## config.mk

```make
export PLATFORM = sky130hd
export DESIGN_NAME = psm_ctrl
export DESIGN_NICKNAME = d
export VERILOG_FILES = /design/src/rtl/psm_ctrl.v
export VERILOG_INCLUDE_DIRS = /design/src /design/src/rtl
export SDC_FILE = /design/constraint.sdc
export NUM_CORES = 1
export LEC_CHECK = 0
export BUFFER_PORTS_ARGS = -buffer_cell sky130_fd_sc_hd__buf_2
export CORE_MARGIN = 5
export CORE_UTILIZATION = 38
export CTS_BUF_LIST = sky130_fd_sc_hd__clkbuf_8
export CTS_CLUSTER_DIAMETER = 60
export CTS_CLUSTER_SIZE = 8
export DETAILED_ROUTE_END_ITERATION = 7
export PLACE_DENSITY = 0.77
export SYNTH_ARGS = -nofsm -noshare
export SYNTH_HDL_FRONTEND = slang
export SYNTH_SLANG_ARGS = --single-unit
```

## constraint.sdc

```tcl
create_clock -name clk_i -period 2.6 [get_ports clk_i]
set_input_delay 0.13 -clock clk_i [delete_from_list [all_inputs] [get_ports clk_i]]
set_output_delay 0.13 -clock clk_i [all_outputs]
set_load 0.02 [all_outputs]
```

## src/rtl/psm_map.vh

```
// Purpose: Constants for the power-save mode controller
// Assumes: Registers sit on classic Wishbone, one 32-bit word each
// Notes:   Offsets are byte addresses
`ifndef PSM_MAP_VH
`define PSM_MAP_VH

// ********************************************************************
// Register offsets
// ********************************************************************
`define PSM_ADDR_W          8
`define PSM_OFF_CTRL        8'h00
`define PSM_OFF_PROT_CMD    8'h04
`define PSM_OFF_STATUS      8'h08
`define PSM_OFF_CPU_CTX     8'h0c

// ********************************************************************
// Control register fields
// ********************************************************************
`define PSM_BIT_STOP        1
`define PSM_BIT_INT_MASK    4
`define PSM_BIT_NMI_MASK_LO 5
`define PSM_BIT_NMI_MASK_HI 7
`define PSM_CTRL_WMASK      8'hf2
`define PSM_CTRL_RESET      8'h00

// ********************************************************************
// Status register fields
// ********************************************************************
`define PSM_STAT_MODE_LO    0
`define PSM_STAT_MODE_HI    4
`define PSM_STAT_PEND       5
`define PSM_STAT_ACK        6
`define PSM_STAT_LOCKED     7

// ********************************************************************
// CPU context register fields
// ********************************************************************
`define PSM_CTX_ID          0
`define PSM_CTX_IN_INT      1
`define PSM_CTX_IN_NMI      2
`define PSM_CTX_PRIO_LO     8
`define PSM_CTX_PRIO_HI     11

`endif

```

## src/rtl/psm_ctrl.v

```verilog
// Purpose: Power-save mode controller: halt, software stop, hardware stop
// Assumes: All inputs synchronous to clk_i; one clock domain
// Notes:   CPU clock and clock generator are controlled by gate outputs
//
// Chosen here: the Wishbone register port and the register offsets.
`timescale 1ns/1ps
`include "psm_map.vh"

module psm_ctrl #(
   parameter NMI_N  = 3,                    // Non-maskable request inputs
   parameter PRIO_W = 4                     // Priority level width
) (
   input  wire                   clk_i,               // System bus clock
   input  wire                   rst_i,               // Sync reset, active high
   input  wire [`PSM_ADDR_W-1:0] wb_adr_i,            // Wishbone byte address
   input  wire [31:0]            wb_dat_i,            // Wishbone write data
   input  wire [3:0]             wb_sel_i,            // Wishbone byte selects
   input  wire                   wb_we_i,             // Wishbone write
   input  wire                   wb_cyc_i,            // Wishbone cycle
   input  wire                   wb_stb_i,            // Wishbone strobe
   output reg  [31:0]            wb_dat_o,            // Wishbone read data
   output reg                    wb_ack_o,            // Wishbone acknowledge
   input  wire                   halt_exec_i,         // CPU executes halt, pulse
   input  wire                   hw_stop_in_n_i,      // Hardware stop pin, low active
   input  wire                   bus_lock_out_i,      // Bus lock from CPU bus unit
   input  wire [NMI_N-1:0]       nmi_req_i,           // Non-maskable requests
   input  wire                   int_req_i,           // Unmasked maskable request
   input  wire [PRIO_W-1:0]      int_prio_i,          // Maskable request priority
   input  wire [PRIO_W-1:0]      nmi_prio_i,          // NMI request priority
   output reg                    cpu_clk_en_o,        // CPU clock enable
   output reg                    periph_clk_en_o,     // Peripheral clock enable
   output reg                    sw_clock_stop_req_o, // Software stop to clock circuit
   output reg                    hw_clock_stop_req_o, // Hardware stop to clock circuit
   output reg                    wake_ack_o,          // Wake request acknowledged, pulse
   output reg                    wake_pend_o,         // Wake request left pending, pulse
   output reg                    wake_next_o          // Continue with next instruction
);

   // ********************************************************************
   // Mode states
   // ********************************************************************
   localparam [4:0] ST_RUN   = 5'h01;
   localparam [4:0] ST_HALT  = 5'h02;
   localparam [4:0] ST_SSTOP = 5'h04;
   localparam [4:0] ST_HSTOP = 5'h08;
   localparam [4:0] ST_LSTOP = 5'h10;  // Pin low under bus lock: CPU only

   reg [4:0]        state_q;
   reg [4:0]        state_d;
   reg [4:0]        ret_q;             // Mode to resume after hardware stop
   reg [7:0]        ctrl_q;            // power_save_ctrl
   reg              armed_q;           // Protection key written
   reg [15:0]       ctx_q;             // CPU context written by the core
   reg              stop_in_q;         // Sampled stop pin, low active
   reg              stop_prev_q;
   reg [NMI_N-1:0]  nmi_q;
   reg              int_q;
   reg [PRIO_W-1:0] int_prio_q;
   reg [PRIO_W-1:0] nmi_prio_q;
   reg              last_ack_q;
   reg              last_pend_q;

   // ********************************************************************
   // Input sampling
   // ********************************************************************
   always @(posedge clk_i) begin
      if (rst_i) begin
         stop_in_q   <= 1'b1;
         stop_prev_q <= 1'b1;
         nmi_q       <= {NMI_N{1'b0}};
         int_q       <= 1'b0;
         int_prio_q  <= {PRIO_W{1'b0}};
         nmi_prio_q  <= {PRIO_W{1'b0}};
      end else begin
         stop_in_q   <= hw_stop_in_n_i;
         stop_prev_q <= stop_in_q;
         nmi_q       <= nmi_req_i;
         int_q       <= int_req_i;
         int_prio_q  <= int_prio_i;
         nmi_prio_q  <= nmi_prio_i;
      end
   end

   // ********************************************************************
   // Wake decode
   // ********************************************************************
   wire             ctx_id     = ctx_q[`PSM_CTX_ID];
   wire             ctx_in_int = ctx_q[`PSM_CTX_IN_INT];
   wire             ctx_in_nmi = ctx_q[`PSM_CTX_IN_NMI];
   wire [PRIO_W-1:0] ctx_prio  = ctx_q[`PSM_CTX_PRIO_LO +: PRIO_W];
   wire [NMI_N-1:0] nmi_mask   = ctrl_q[`PSM_BIT_NMI_MASK_LO +: NMI_N];
   wire             int_mask   = ctrl_q[`PSM_BIT_INT_MASK];
   wire             in_sstop   = (state_q == ST_SSTOP);

   // Masks only filter in software stop; masked events are simply dropped
   wire nmi_wake = in_sstop ? |(nmi_q & ~nmi_mask) : |nmi_q;
   wire int_wake = in_sstop ? (int_q & ~int_mask) : int_q;
   wire any_wake = nmi_wake | int_wake;

   // Lower number means higher priority
   wire nmi_hi = ctx_in_nmi ? (nmi_prio_q < ctx_prio) : 1'b1;
   wire int_hi = (int_prio_q < ctx_prio);
   reg  do_ack;
   always @* begin
      if (nmi_wake) begin
         do_ack = nmi_hi;
      end else if (ctx_in_nmi) begin
         do_ack = 1'b0;
      end else if (ctx_in_int) begin
         do_ack = int_hi & ~ctx_id;
      end else begin
         do_ack = ~ctx_id;
      end
   end

   // ********************************************************************
   // Mode sequencer
   // ********************************************************************
   wire pin_low  = ~stop_in_q;
   wire pin_rise = stop_in_q & ~stop_prev_q;
   wire key_hit  = wb_cyc_i & wb_stb_i & wb_we_i & ~wb_ack_o & wb_sel_i[0];
   wire wr_ctrl  = key_hit & (wb_adr_i == `PSM_OFF_CTRL) & armed_q;
   wire wr_key   = key_hit & (wb_adr_i == `PSM_OFF_PROT_CMD);
   wire stop_set = wr_ctrl & wb_dat_i[`PSM_BIT_STOP];

   always @* begin
      state_d = state_q;
      case (state_q)
         ST_RUN: begin
            if (pin_low)
               state_d = bus_lock_out_i ? ST_LSTOP : ST_HSTOP;
            else if (stop_set)
               state_d = ST_SSTOP;
            else if (halt_exec_i)
               state_d = ST_HALT;
         end
         ST_HALT: begin
            if (pin_low)
               state_d = bus_lock_out_i ? ST_LSTOP : ST_HSTOP;
            else if (any_wake)
               state_d = ST_RUN;
         end
         ST_SSTOP: begin
            if (pin_low)
               state_d = bus_lock_out_i ? ST_LSTOP : ST_HSTOP;
            else if (any_wake)
               state_d = ST_RUN;
         end
         ST_HSTOP, ST_LSTOP: begin
            if (pin_rise)
               state_d = ret_q;
         end
         default: state_d = ST_RUN;
      endcase
   end

   wire wake_evt = (state_q == ST_HALT || in_sstop) && !pin_low && any_wake;

   always @(posedge clk_i) begin
      if (rst_i) begin
         state_q         <= ST_RUN;        // Reset exit behaves as normal reset
         ret_q           <= ST_RUN;
         ctrl_q          <= `PSM_CTRL_RESET;
         armed_q         <= 1'b0;
         ctx_q           <= 16'h0000;
         cpu_clk_en_o    <= 1'b1;
         periph_clk_en_o <= 1'b1;
         sw_clock_stop_req_o <= 1'b0;
         hw_clock_stop_req_o <= 1'b0;
         wake_ack_o      <= 1'b0;
         wake_pend_o     <= 1'b0;
         wake_next_o     <= 1'b0;
         last_ack_q      <= 1'b0;
         last_pend_q     <= 1'b0;
      end else begin
         state_q <= state_d;
         if ((state_q == ST_HALT || state_q == ST_RUN) &&
             (state_d == ST_HSTOP || state_d == ST_LSTOP))
            ret_q <= state_q;
         else if (in_sstop && (state_d == ST_HSTOP || state_d == ST_LSTOP))
            ret_q <= ST_RUN;
         // Protection key is consumed by any write with wb_sel_i[0] set following it
         if (wr_key)
            armed_q <= 1'b1;
         else if (key_hit)
            armed_q <= 1'b0;
         if (wr_ctrl)
            ctrl_q <= wb_dat_i[7:0] & `PSM_CTRL_WMASK;
         else if (in_sstop && state_d != ST_SSTOP)
            ctrl_q[`PSM_BIT_STOP] <= 1'b0;
         if (key_hit && wb_adr_i == `PSM_OFF_CPU_CTX)
            ctx_q <= wb_dat_i[15:0];
         // Clock gating follows next mode; state is frozen, not lost
         cpu_clk_en_o    <= (state_d == ST_RUN);
         periph_clk_en_o <= (state_d == ST_RUN) || (state_d == ST_HALT) ||
                            (state_d == ST_LSTOP);
         sw_clock_stop_req_o <= (state_d == ST_SSTOP);
         hw_clock_stop_req_o <= (state_d == ST_HSTOP);
         wake_ack_o  <= wake_evt & do_ack;
         wake_pend_o <= wake_evt & ~do_ack;
         wake_next_o <= wake_evt & ~do_ack;
         if (wake_evt) begin
            last_ack_q  <= do_ack;
            last_pend_q <= ~do_ack;
         end
      end
   end

   // ********************************************************************
   // Wishbone slave: one wait-free cycle, unmapped reads zero
   // ********************************************************************
   always @(posedge clk_i) begin
      if (rst_i) begin
         wb_ack_o <= 1'b0;
         wb_dat_o <= 32'h0000_0000;
      end else begin
         wb_ack_o <= wb_cyc_i & wb_stb_i & ~wb_ack_o;
         wb_dat_o <= 32'h0000_0000;
         if (wb_cyc_i && wb_stb_i && !wb_ack_o && !wb_we_i) begin
            case (wb_adr_i)
               `PSM_OFF_CTRL:    wb_dat_o <= {24'h000000, ctrl_q};
               `PSM_OFF_STATUS:  wb_dat_o <= {24'h000000, bus_lock_out_i,
                                              last_ack_q, last_pend_q, state_q};
               `PSM_OFF_CPU_CTX: wb_dat_o <= {16'h0000, ctx_q};
               default:          wb_dat_o <= 32'h0000_0000;
            endcase
         end
      end
   end

endmodule // psm_ctrl

```

* Word-level counts from Yosys, hierarchy flattened *
Cells that the tools add are included.

word-level totals
  flip-flop bits (word level) = 87
  input port bits = 64
  output and inout port bits = 40
  word-level logic and storage cells = 107

operators by class
  order comparisons = 2
  equal/unequal tests = 14
  multiplexer cells = 21
  bitwise logic cells = 23
  reductions and logical operators = 25

operator list
  cell                                                  number
  case mux 16 bit (3 select lines)                      1
  two-way mux 5 bit                                     9
  equality test 8 x 4 -> 1 bit (second input constant)  2
  case mux 5 bit (3 select lines)                       1
  AND 1 bit                                             14
  equality test 5 x 1 -> 1 bit (second input constant)  2
  equality test 5 x 2 -> 1 bit (second input constant)  2
  equality test 5 x 3 -> 1 bit (second input constant)  2
  equality test 5 x 4 -> 1 bit (second input constant)  2
  equality test 5 bit (second input constant)           2
  two-way mux 1 bit                                     10
  logical AND 1 bit                                     9
  equality test 8 x 3 -> 1 bit (second input constant)  1
  zero test 8 bit                                       1
  < comparator 4 bit                                    2
  NOT 1 bit                                             6
  nonzero test 2 bit                                    3
  OR reduction 2 bit                                    3
  OR reduction 3 bit                                    2
  logical OR 1 bit                                      5
  != test 5 x 3 -> 1 bit (second input constant)        1
  AND 3 bit                                             1
  NOT 3 bit                                             1
  zero test 1 bit                                       2
  bitwise OR 1 bit                                      1

* Depth between registers and ports, before layout *
Gate-level depths: netlist of the first run.

  word-level depth = 15
  gate-level depth with buffers = 8
  mapped depth without buffers = 8

* Worst setup path before layout of the first run *
Ideal clock, no wire load.

  path kind = register -> register
  from = reg state_q[4]
  to = reg cpu_clk_en_o
  library setup time = 96 ps
  data arrival time = 2285 ps
  required time = 2504 ps
  slack = 219 ps
  stages on the path, launching flop included = 9
  buffers on the path = 1
  period minus slack after synthesis = 2381 ps
  cells stage by stage = dfxtp_1 buf_6 or3_4 nor3b_4 mux2i_1 a21boi_2 a221oi_1 nand2_2 o41ai_2

on the way
  word-level cells in the longest chain between the ends = 7
  elaborated cells between the ends (all ways) = 18

RTL lines
  item                                         RTL line                        text
  start, declared                              psm_ctrl.v:48                   reg [4:0] state_q;
  start signal, assigned                       psm_ctrl.v:176                  state_q <= state_d;
  equality test 5 x 3 -> 1 bit                 psm_ctrl.v:93, psm_ctrl.v:128
  two-way mux 1 bit, on equally long branches  psm_ctrl.v:96, psm_ctrl.v:97
  bitwise OR 1 bit                             psm_ctrl.v:98                   wire any_wake = nmi_wake | int_wake;
  two-way mux 5 bit                            psm_ctrl.v:140, psm_ctrl.v:146
  two-way mux 5 bit                            psm_ctrl.v:138                  if (pin_low)
  case mux 5 bit (3 select lines) *            psm_ctrl.v:128                  case (state_q)
  equality test 5 x 1 -> 1 bit *               psm_ctrl.v:194                  cpu_clk_en_o <= (state_d == ST_RUN);
  end signal, assigned                         psm_ctrl.v:194
  end, declared                                psm_ctrl.v:30                   output reg cpu_clk_en_o,

Every way passes the cells marked *; elsewhere a longest branch is shown, timed or not.
A chain may end at the register's enable or synchronous reset.

* Final worst setup path of the first run *
  from = reg state_q[0]
  to = reg cpu_clk_en_o

Same word-level chain as after synthesis.

==> run metrics, run 1 <==
outcome finished, final reports clean; Avg WL per Cell 13.8 microns; post-layout util 0.482; GP Congestion 0.817; pwr dens 633 nW/um^2; worst vdd ir 0.201 mV; Clk pin slew, worst setup/hold paths 0.07 ns; DR DRC count 0; Via Count 2605; Starting Density 0.385; number of distinct library cells after synthesis 64; first-pass GRT wire length 11700 microns; P&R area growth vs syn 25.2%; Slew Limit Fails 0; worst-skew pair later-pin latency 0.35 ns; die extent in x a little over 100 microns; CTS Sinks 71; final WL 7400 microns; sequential area share after synthesis 0.456; Setup Total Neg Slack 0 ns; CTS tree yes; Die Span Y 101 microns; vias per inst ~5; Worst EP required 2.86 ns; critical path arrival between 2 and 3 ns; ant diodes 0; Initial DRC Count 133; Rows 33; Tot GR Track Use 0.148; Yosys reg bits 71; FFs w/ async S/R, synth 0; Post-Syn Instances 341; Worst Tran Pin Value 0.625 ns; Routed Antenna Nets 0; clk_skew 0.00968 ns; # hold bufs at CTS 14; Top FF cell, synth dfxtp_1; H-tree levels 3; I/O pins about 100; Final setup viols 0; Syn Area/Cell 9.14 sq um; Clock Path Buffers 2; Post-Syn Area between 3000 and 4000 sq um; die area 10100 sq um; core area 8090 sq um; Yosys top cell area share 0.456; CP endpoint kind register; grt ovf 0; Synth area leaders dfxtp_1 46%, nand2_1 6.4%, buf_4 4.1%, a21oi_1 3.7%, nor2b_1 2.8%; NumNets Final 495; crit-path cells or3_4, nor3b_4, mux2i_1, a21boi_2, a221oi_1, nand2_2, o41ai_2; Max Cap Viol 0; register area 1420 sq um; DPL Wire Length 5480 microns; Yosys warnings 0; pin count of the biggest net entering global routing 46; critical path type register to register; slowest stage delay, CP 0.46 ns; minimum clock period 2.45 ns; Highest Clock Rate 0.409 GHz; delay-heaviest family, CP compound AO/OA/AOI/OAI gates; initial antenna violation count 0; Slowest cell on crit path a221oi_1; Worst Path Max Fanout 9; Fillers ~800; # Post-CTS Setup Buffers 0; post-route clock period utilization 0.940; final hold vios 0; startpoint class of the critical path register; RSZ-0062 raised after global routing no; Initial DRT Pass Iterations 4; area of the multi-input gates 1510 sq um; layout cell share with drive strength beyond 1 0.272; vias in the first global route 2502; hold crit path type input port to register; CP bufs+invs 0; I/O Buffers 68; Num CTS Buffers 9; Post-synth EDFFs 0; Post-CTS Resized 0; Synth area leader dfxtp_1; clock root cell clkbuf_8; Placed Cells 504; fin cells around 540; Leak 1.66 nW; Relative slew margins 0.583
## power breakdown
part	switching (mW)	total [mW]	leakage (nW)	internal [mW]
clock network	0.426	1.07	0.120	0.640
registers	0.0184	1.13	0.577	1.11
logic	0.149	0.272	0.958	0.124
## layout by cell type, fill, tap and decap left out, types with 4 or more instances in the layout
cell | synthesis | layout
dfxtp_1 | 71 | 71
buf_2 | 5 | 68
nand2_1 | 53 | 53
a21oi_1 | 23 | 23
nor2_1 | 19 | 19
conb_1 | 1 | 16
dlygate4sd3_1 | 0 | 15
nor2b_1 | 14 | 14
inv_1 | 10 | 10
clkbuf_8 | 0 | 9
buf_4 | 17 | 9
and2_1 | 8 | 8
nor3_1 | 7 | 7
mux2i_1 | 7 | 7
a22oi_1 | 6 | 6
ha_1 | 6 | 6
nand2b_1 | 5 | 5
o21ai_0 | 5 | 5
or2_2 | 4 | 4
and3_1 | 4 | 4
a21o_1 | 4 | 4
## metal layers
layer	wire [microns]	track usage	part of all wire	vias to the layer above
met5	0	0	0	-
met4	131	0.0642	0.018	0
met3	436	0.0401	0.059	10
met2	3740	0.260	0.51	78
met1	3090	0.167	0.42	1215
li1	-	-	-	1302
## through the flow
step | worst slack [ns] | power (mW) | hold WS [ns] | cell area, sq um
floorplan | 0.219 | 1.35 | 0.234 | 3170
global placement | 0.221 | 1.40 | 0.324 | 3510
detailed placement | 0.200 | 1.41 | 0.320 | 3510
CTS | 0.161 | 2.49 | 0.00164 | 3890
global route | 0.0237 | 2.56 | 0.0119 | 3900
finish | 0.155 | 2.47 | 0.0166 | 3900
## state kept, by name, indices dropped and copies added (netlist names), 3 cells and up
name        count
nmi_q           3
ctx_q          16
state_q         5
int_prio_q      4
wb_dat_o       16
ctrl_q          5
nmi_prio_q      4
ret_q           5
## synthesized netlist by cell type, types with 4 or more instances
cell type / number
ha_1: 6
a22oi_1: 6
and2_1: 8
a21o_1: 4
a21oi_1: 23
dfxtp_1: 71
and3_1: 4
clkbuf_1: 10
nand2b_1: 5
buf_4: 17
mux2i_1: 7
nor2_1: 19
or2_2: 4
nor3_1: 7
buf_2: 5
inv_1: 10
nor2b_1: 14
nand2_1: 53
o21ai_0: 5
## cell families after synthesis
kind of cell | after synthesis | share of synthesized area
other cells | 1 | 0.00120
simple gates | 145 | 0.261
fa+ha+maj | 6 | 0.0241
xor+xnor | 4 | 0.0112
flops | 71 | 0.456
mux | 10 | 0.0333
compound gates | 59 | 0.134
buf+inv | 45 | 0.0791
## worst reg2reg max path: stages, from the launching register on
cell and delay (ns):
dfxtp_1 0.39, or3_4 0.43, nor3b_4 0.21, mux2i_1 0.31, a21boi_2 0.13, a221oi_1 0.46
nand2_2 0.13, o41ai_2 0.31
## path summary, 6_finish.rpt
path                         startpoint                       end  slack [ns]  cells past startpoint
setup / recovery  state_q[0]$_SDFF_PP1_   cpu_clk_en_o$_SDFF_PP1_        0.15                      7
hold / removal            nmi_prio_i[3]  nmi_prio_q[3]$_SDFF_PP0_        0.02                      2
setup reg to reg  state_q[0]$_SDFF_PP1_   cpu_clk_en_o$_SDFF_PP1_        0.15                      7
hold reg to reg   ret_q[1]$_SDFFE_PP0P_     ret_q[1]$_SDFFE_PP0P_        0.45                      2
## cell type report
cell class                      count  area share
Clock buffer                        9      0.0317
Clock inverter                      7      0.0308
Sequential cell                    71       0.364
Multi-Input combinational cell    240       0.386
Timing Repair Buffer               92       0.143
Inverter                           11      0.0106
Tap cell                          105      0.0337
(Power assumes the default switching activity.)
==> run 2, diff against run 1 <==
--- a/config.mk
+++ b/config.mk
@@ -13,7 +13,7 @@
 export CTS_CLUSTER_DIAMETER = 60
 export CTS_CLUSTER_SIZE = 8
 export DETAILED_ROUTE_END_ITERATION = 7
-export PLACE_DENSITY = 0.77
+export PLACE_DENSITY = 0.73
 export SYNTH_ARGS = -nofsm -noshare
 export SYNTH_HDL_FRONTEND = slang
 export SYNTH_SLANG_ARGS = --single-unit
==> run 2 against run 1 <==
  * Sequential share of layout area increased by 1.3 points
  * Via count decreased by 3.8%
  * Critical path type unchanged
  * Worst setup slack improved by 0.029 ns
==> run metrics, run 2 (synthesis results as in run 1) <==
outcome finished, final reports clean; Highest Clock Rate 0.414 GHz; final hold vios 0; Worst Tran Pin Value 0.586 ns; most frequent cells in the layout 71 x dfxtp_1, 68 x buf_2, 53 x nand2_1, 23 x a21oi_1, 19 x nor2_1; clock root cell clkbuf_8; H-tree levels 3; Initial DRT Pass Iterations 4; initial antenna violation count 0; Internal ~1.7 mW; worst setup path start state_q[0]$_SDFF_PP1_; clk_skew 0.0116 ns; critical path type register to register; die extent in x between 100 and 150 microns; startpoint class of the critical path register; # Post-CTS Setup Buffers 0; P&R area growth vs syn 20.7%; ant diodes 0; crit-path cells or3_4, nor3b_4, mux2i_1, a21boi_2, a221o_2, o21a_1, a311oi_1; Overall Power between 2 and 2.5 mW; Fillers just over 800; delay-heaviest family, CP compound AO/OA/AOI/OAI gates; Initial DRC Count 110; Num CTS Buffers 9; CTS Sinks 71; DPL Wire Length about 5400 microns; switching portion of total power 0.247; worst-skew pair later-pin latency ~0.34 ns; most common cell after layout, fill and taps aside dfxtp_1; worst vdd ir 0.190 mV; Max Cap Viol 0; sequential share of power 0.495; minimum clock period 2.42 ns; M1 GR Usage 0.177; critical path arrival 2.67 ns; Routed Antenna Nets 0; Worst EP required 2.85 ns; Setup Total Neg Slack 0 ns; Relative slew margins 0.605; P_sw around 560 uW; CP bufs+invs 0; Rows 33; Leak 1.60 nW; CP endpoint kind register; post-route clock period utilization 0.929; slowest stage delay, CP 0.43 ns; Worst Path Max Fanout 9; GRT Max-Usage Layer met2; WHS Path Cells 2; GP Congestion just over 0.8; Critical Path Stages 7; first-pass GRT wire length roughly 12000 microns; Die Span Y 101 microns; pin count of the biggest net entering global routing 46; Via Count ~2.5k; Reg2Reg Depth 7; vias per inst 4.78; vias in the first global route 2477; Slowest cell on crit path or3_4; Slew Limit Fails 0; Avg WL per Cell roughly 14 microns; DR DRC count 0; Tot GR Track Use 0.144; largest registers ctx_q (16), wb_dat_o (16); core area 8090 sq um; layout cell share with drive strength beyond 1 0.279; Combinational Power Share 0.114; final WL 7100 microns; clock share of power 0.391; global routing usage on met2 0.234; Starting Density 0.385; hold crit path type input port to register; Final setup viols 0; Clock Path Buffers 2; GRT met3 Usage 0.0353; grt ovf 0; die area 10100 sq um; R2R Path Start state_q[0]$_SDFF_PP1_; NumNets Final 484; CTS tree yes; pwr dens roughly 610 nW/um^2; I/O pins ~100; I/O Buffers 68; Hold Path Origin int_prio_i[2]; RSZ-0062 raised after global routing no; Clk pin slew, worst setup/hold paths 0.08 ns
==> run 2: repair_timing <==
item,4_1_cts,5_1_grt
hold buffers,5,0
gates resized for setup,0,1
setup endpoints to repair,0,1
endpoints found under the hold margin,5,0
==> run 2: power groups by stage <==
stage / clock network, mW / registers [mW] / logic (mW)
floorplan: 0 / 1.15 / 0.195
global placement: 0 / 1.15 / 0.249
detailed placement: 0 / 1.16 / 0.253
CTS: 0.913 / 1.13 / 0.260
global route: 0.962 / 1.13 / 0.286
finish: 0.893 / 1.13 / 0.260
==> run 2: layer usage <==
layer	share of wire	wire, microns
met4	0.019	137
met5	0	0
met1	0.43	3050
met2	0.49	3450
met3	0.065	465
==> run 2: final cells by class <==
type | count | area (sq um) | share of cell area
Sequential cell | 71 | 1420 | 0.378
Timing Repair Buffer | 81 | 450 | 0.120
Clock inverter | 5 | 56.3 | 0.0150
Tap cell | 105 | 131 | 0.0349
Multi-Input combinational cell | 240 | 1510 | 0.402
Inverter | 11 | 41.3 | 0.0110
Clock buffer | 11 | 151 | 0.0402
==> run 2: path summary, 6_finish.rpt <==
kind                           endpoint  slack, ns
max          periph_clk_en_o$_SDFF_PP1_       0.18
min            int_prio_q[2]$_SDFF_PP0_       0.01
max reg2reg  periph_clk_en_o$_SDFF_PP1_       0.18
min reg2reg       ret_q[0]$_SDFFE_PP1P_       0.45
==> run 2: through the flow <==
step / cells / hold slack (ns) / setup slack (ns) / util / cell area (sq um)
2_1_floorplan: 356 / 0.234 / 0.219 / - / 3170
3_3_place_gp: 503 / 0.314 / 0.217 / 0.433 / 3500
3_5_place_dp: 503 / 0.333 / 0.122 / 0.433 / 3500
4_1_cts: 524 / 0.00244 / 0.104 / 0.464 / 3760
5_1_grt: 524 / 0.00768 / 0.0598 / 0.465 / 3760
6_report: 524 / 0.0118 / 0.184 / 0.465 / 3760
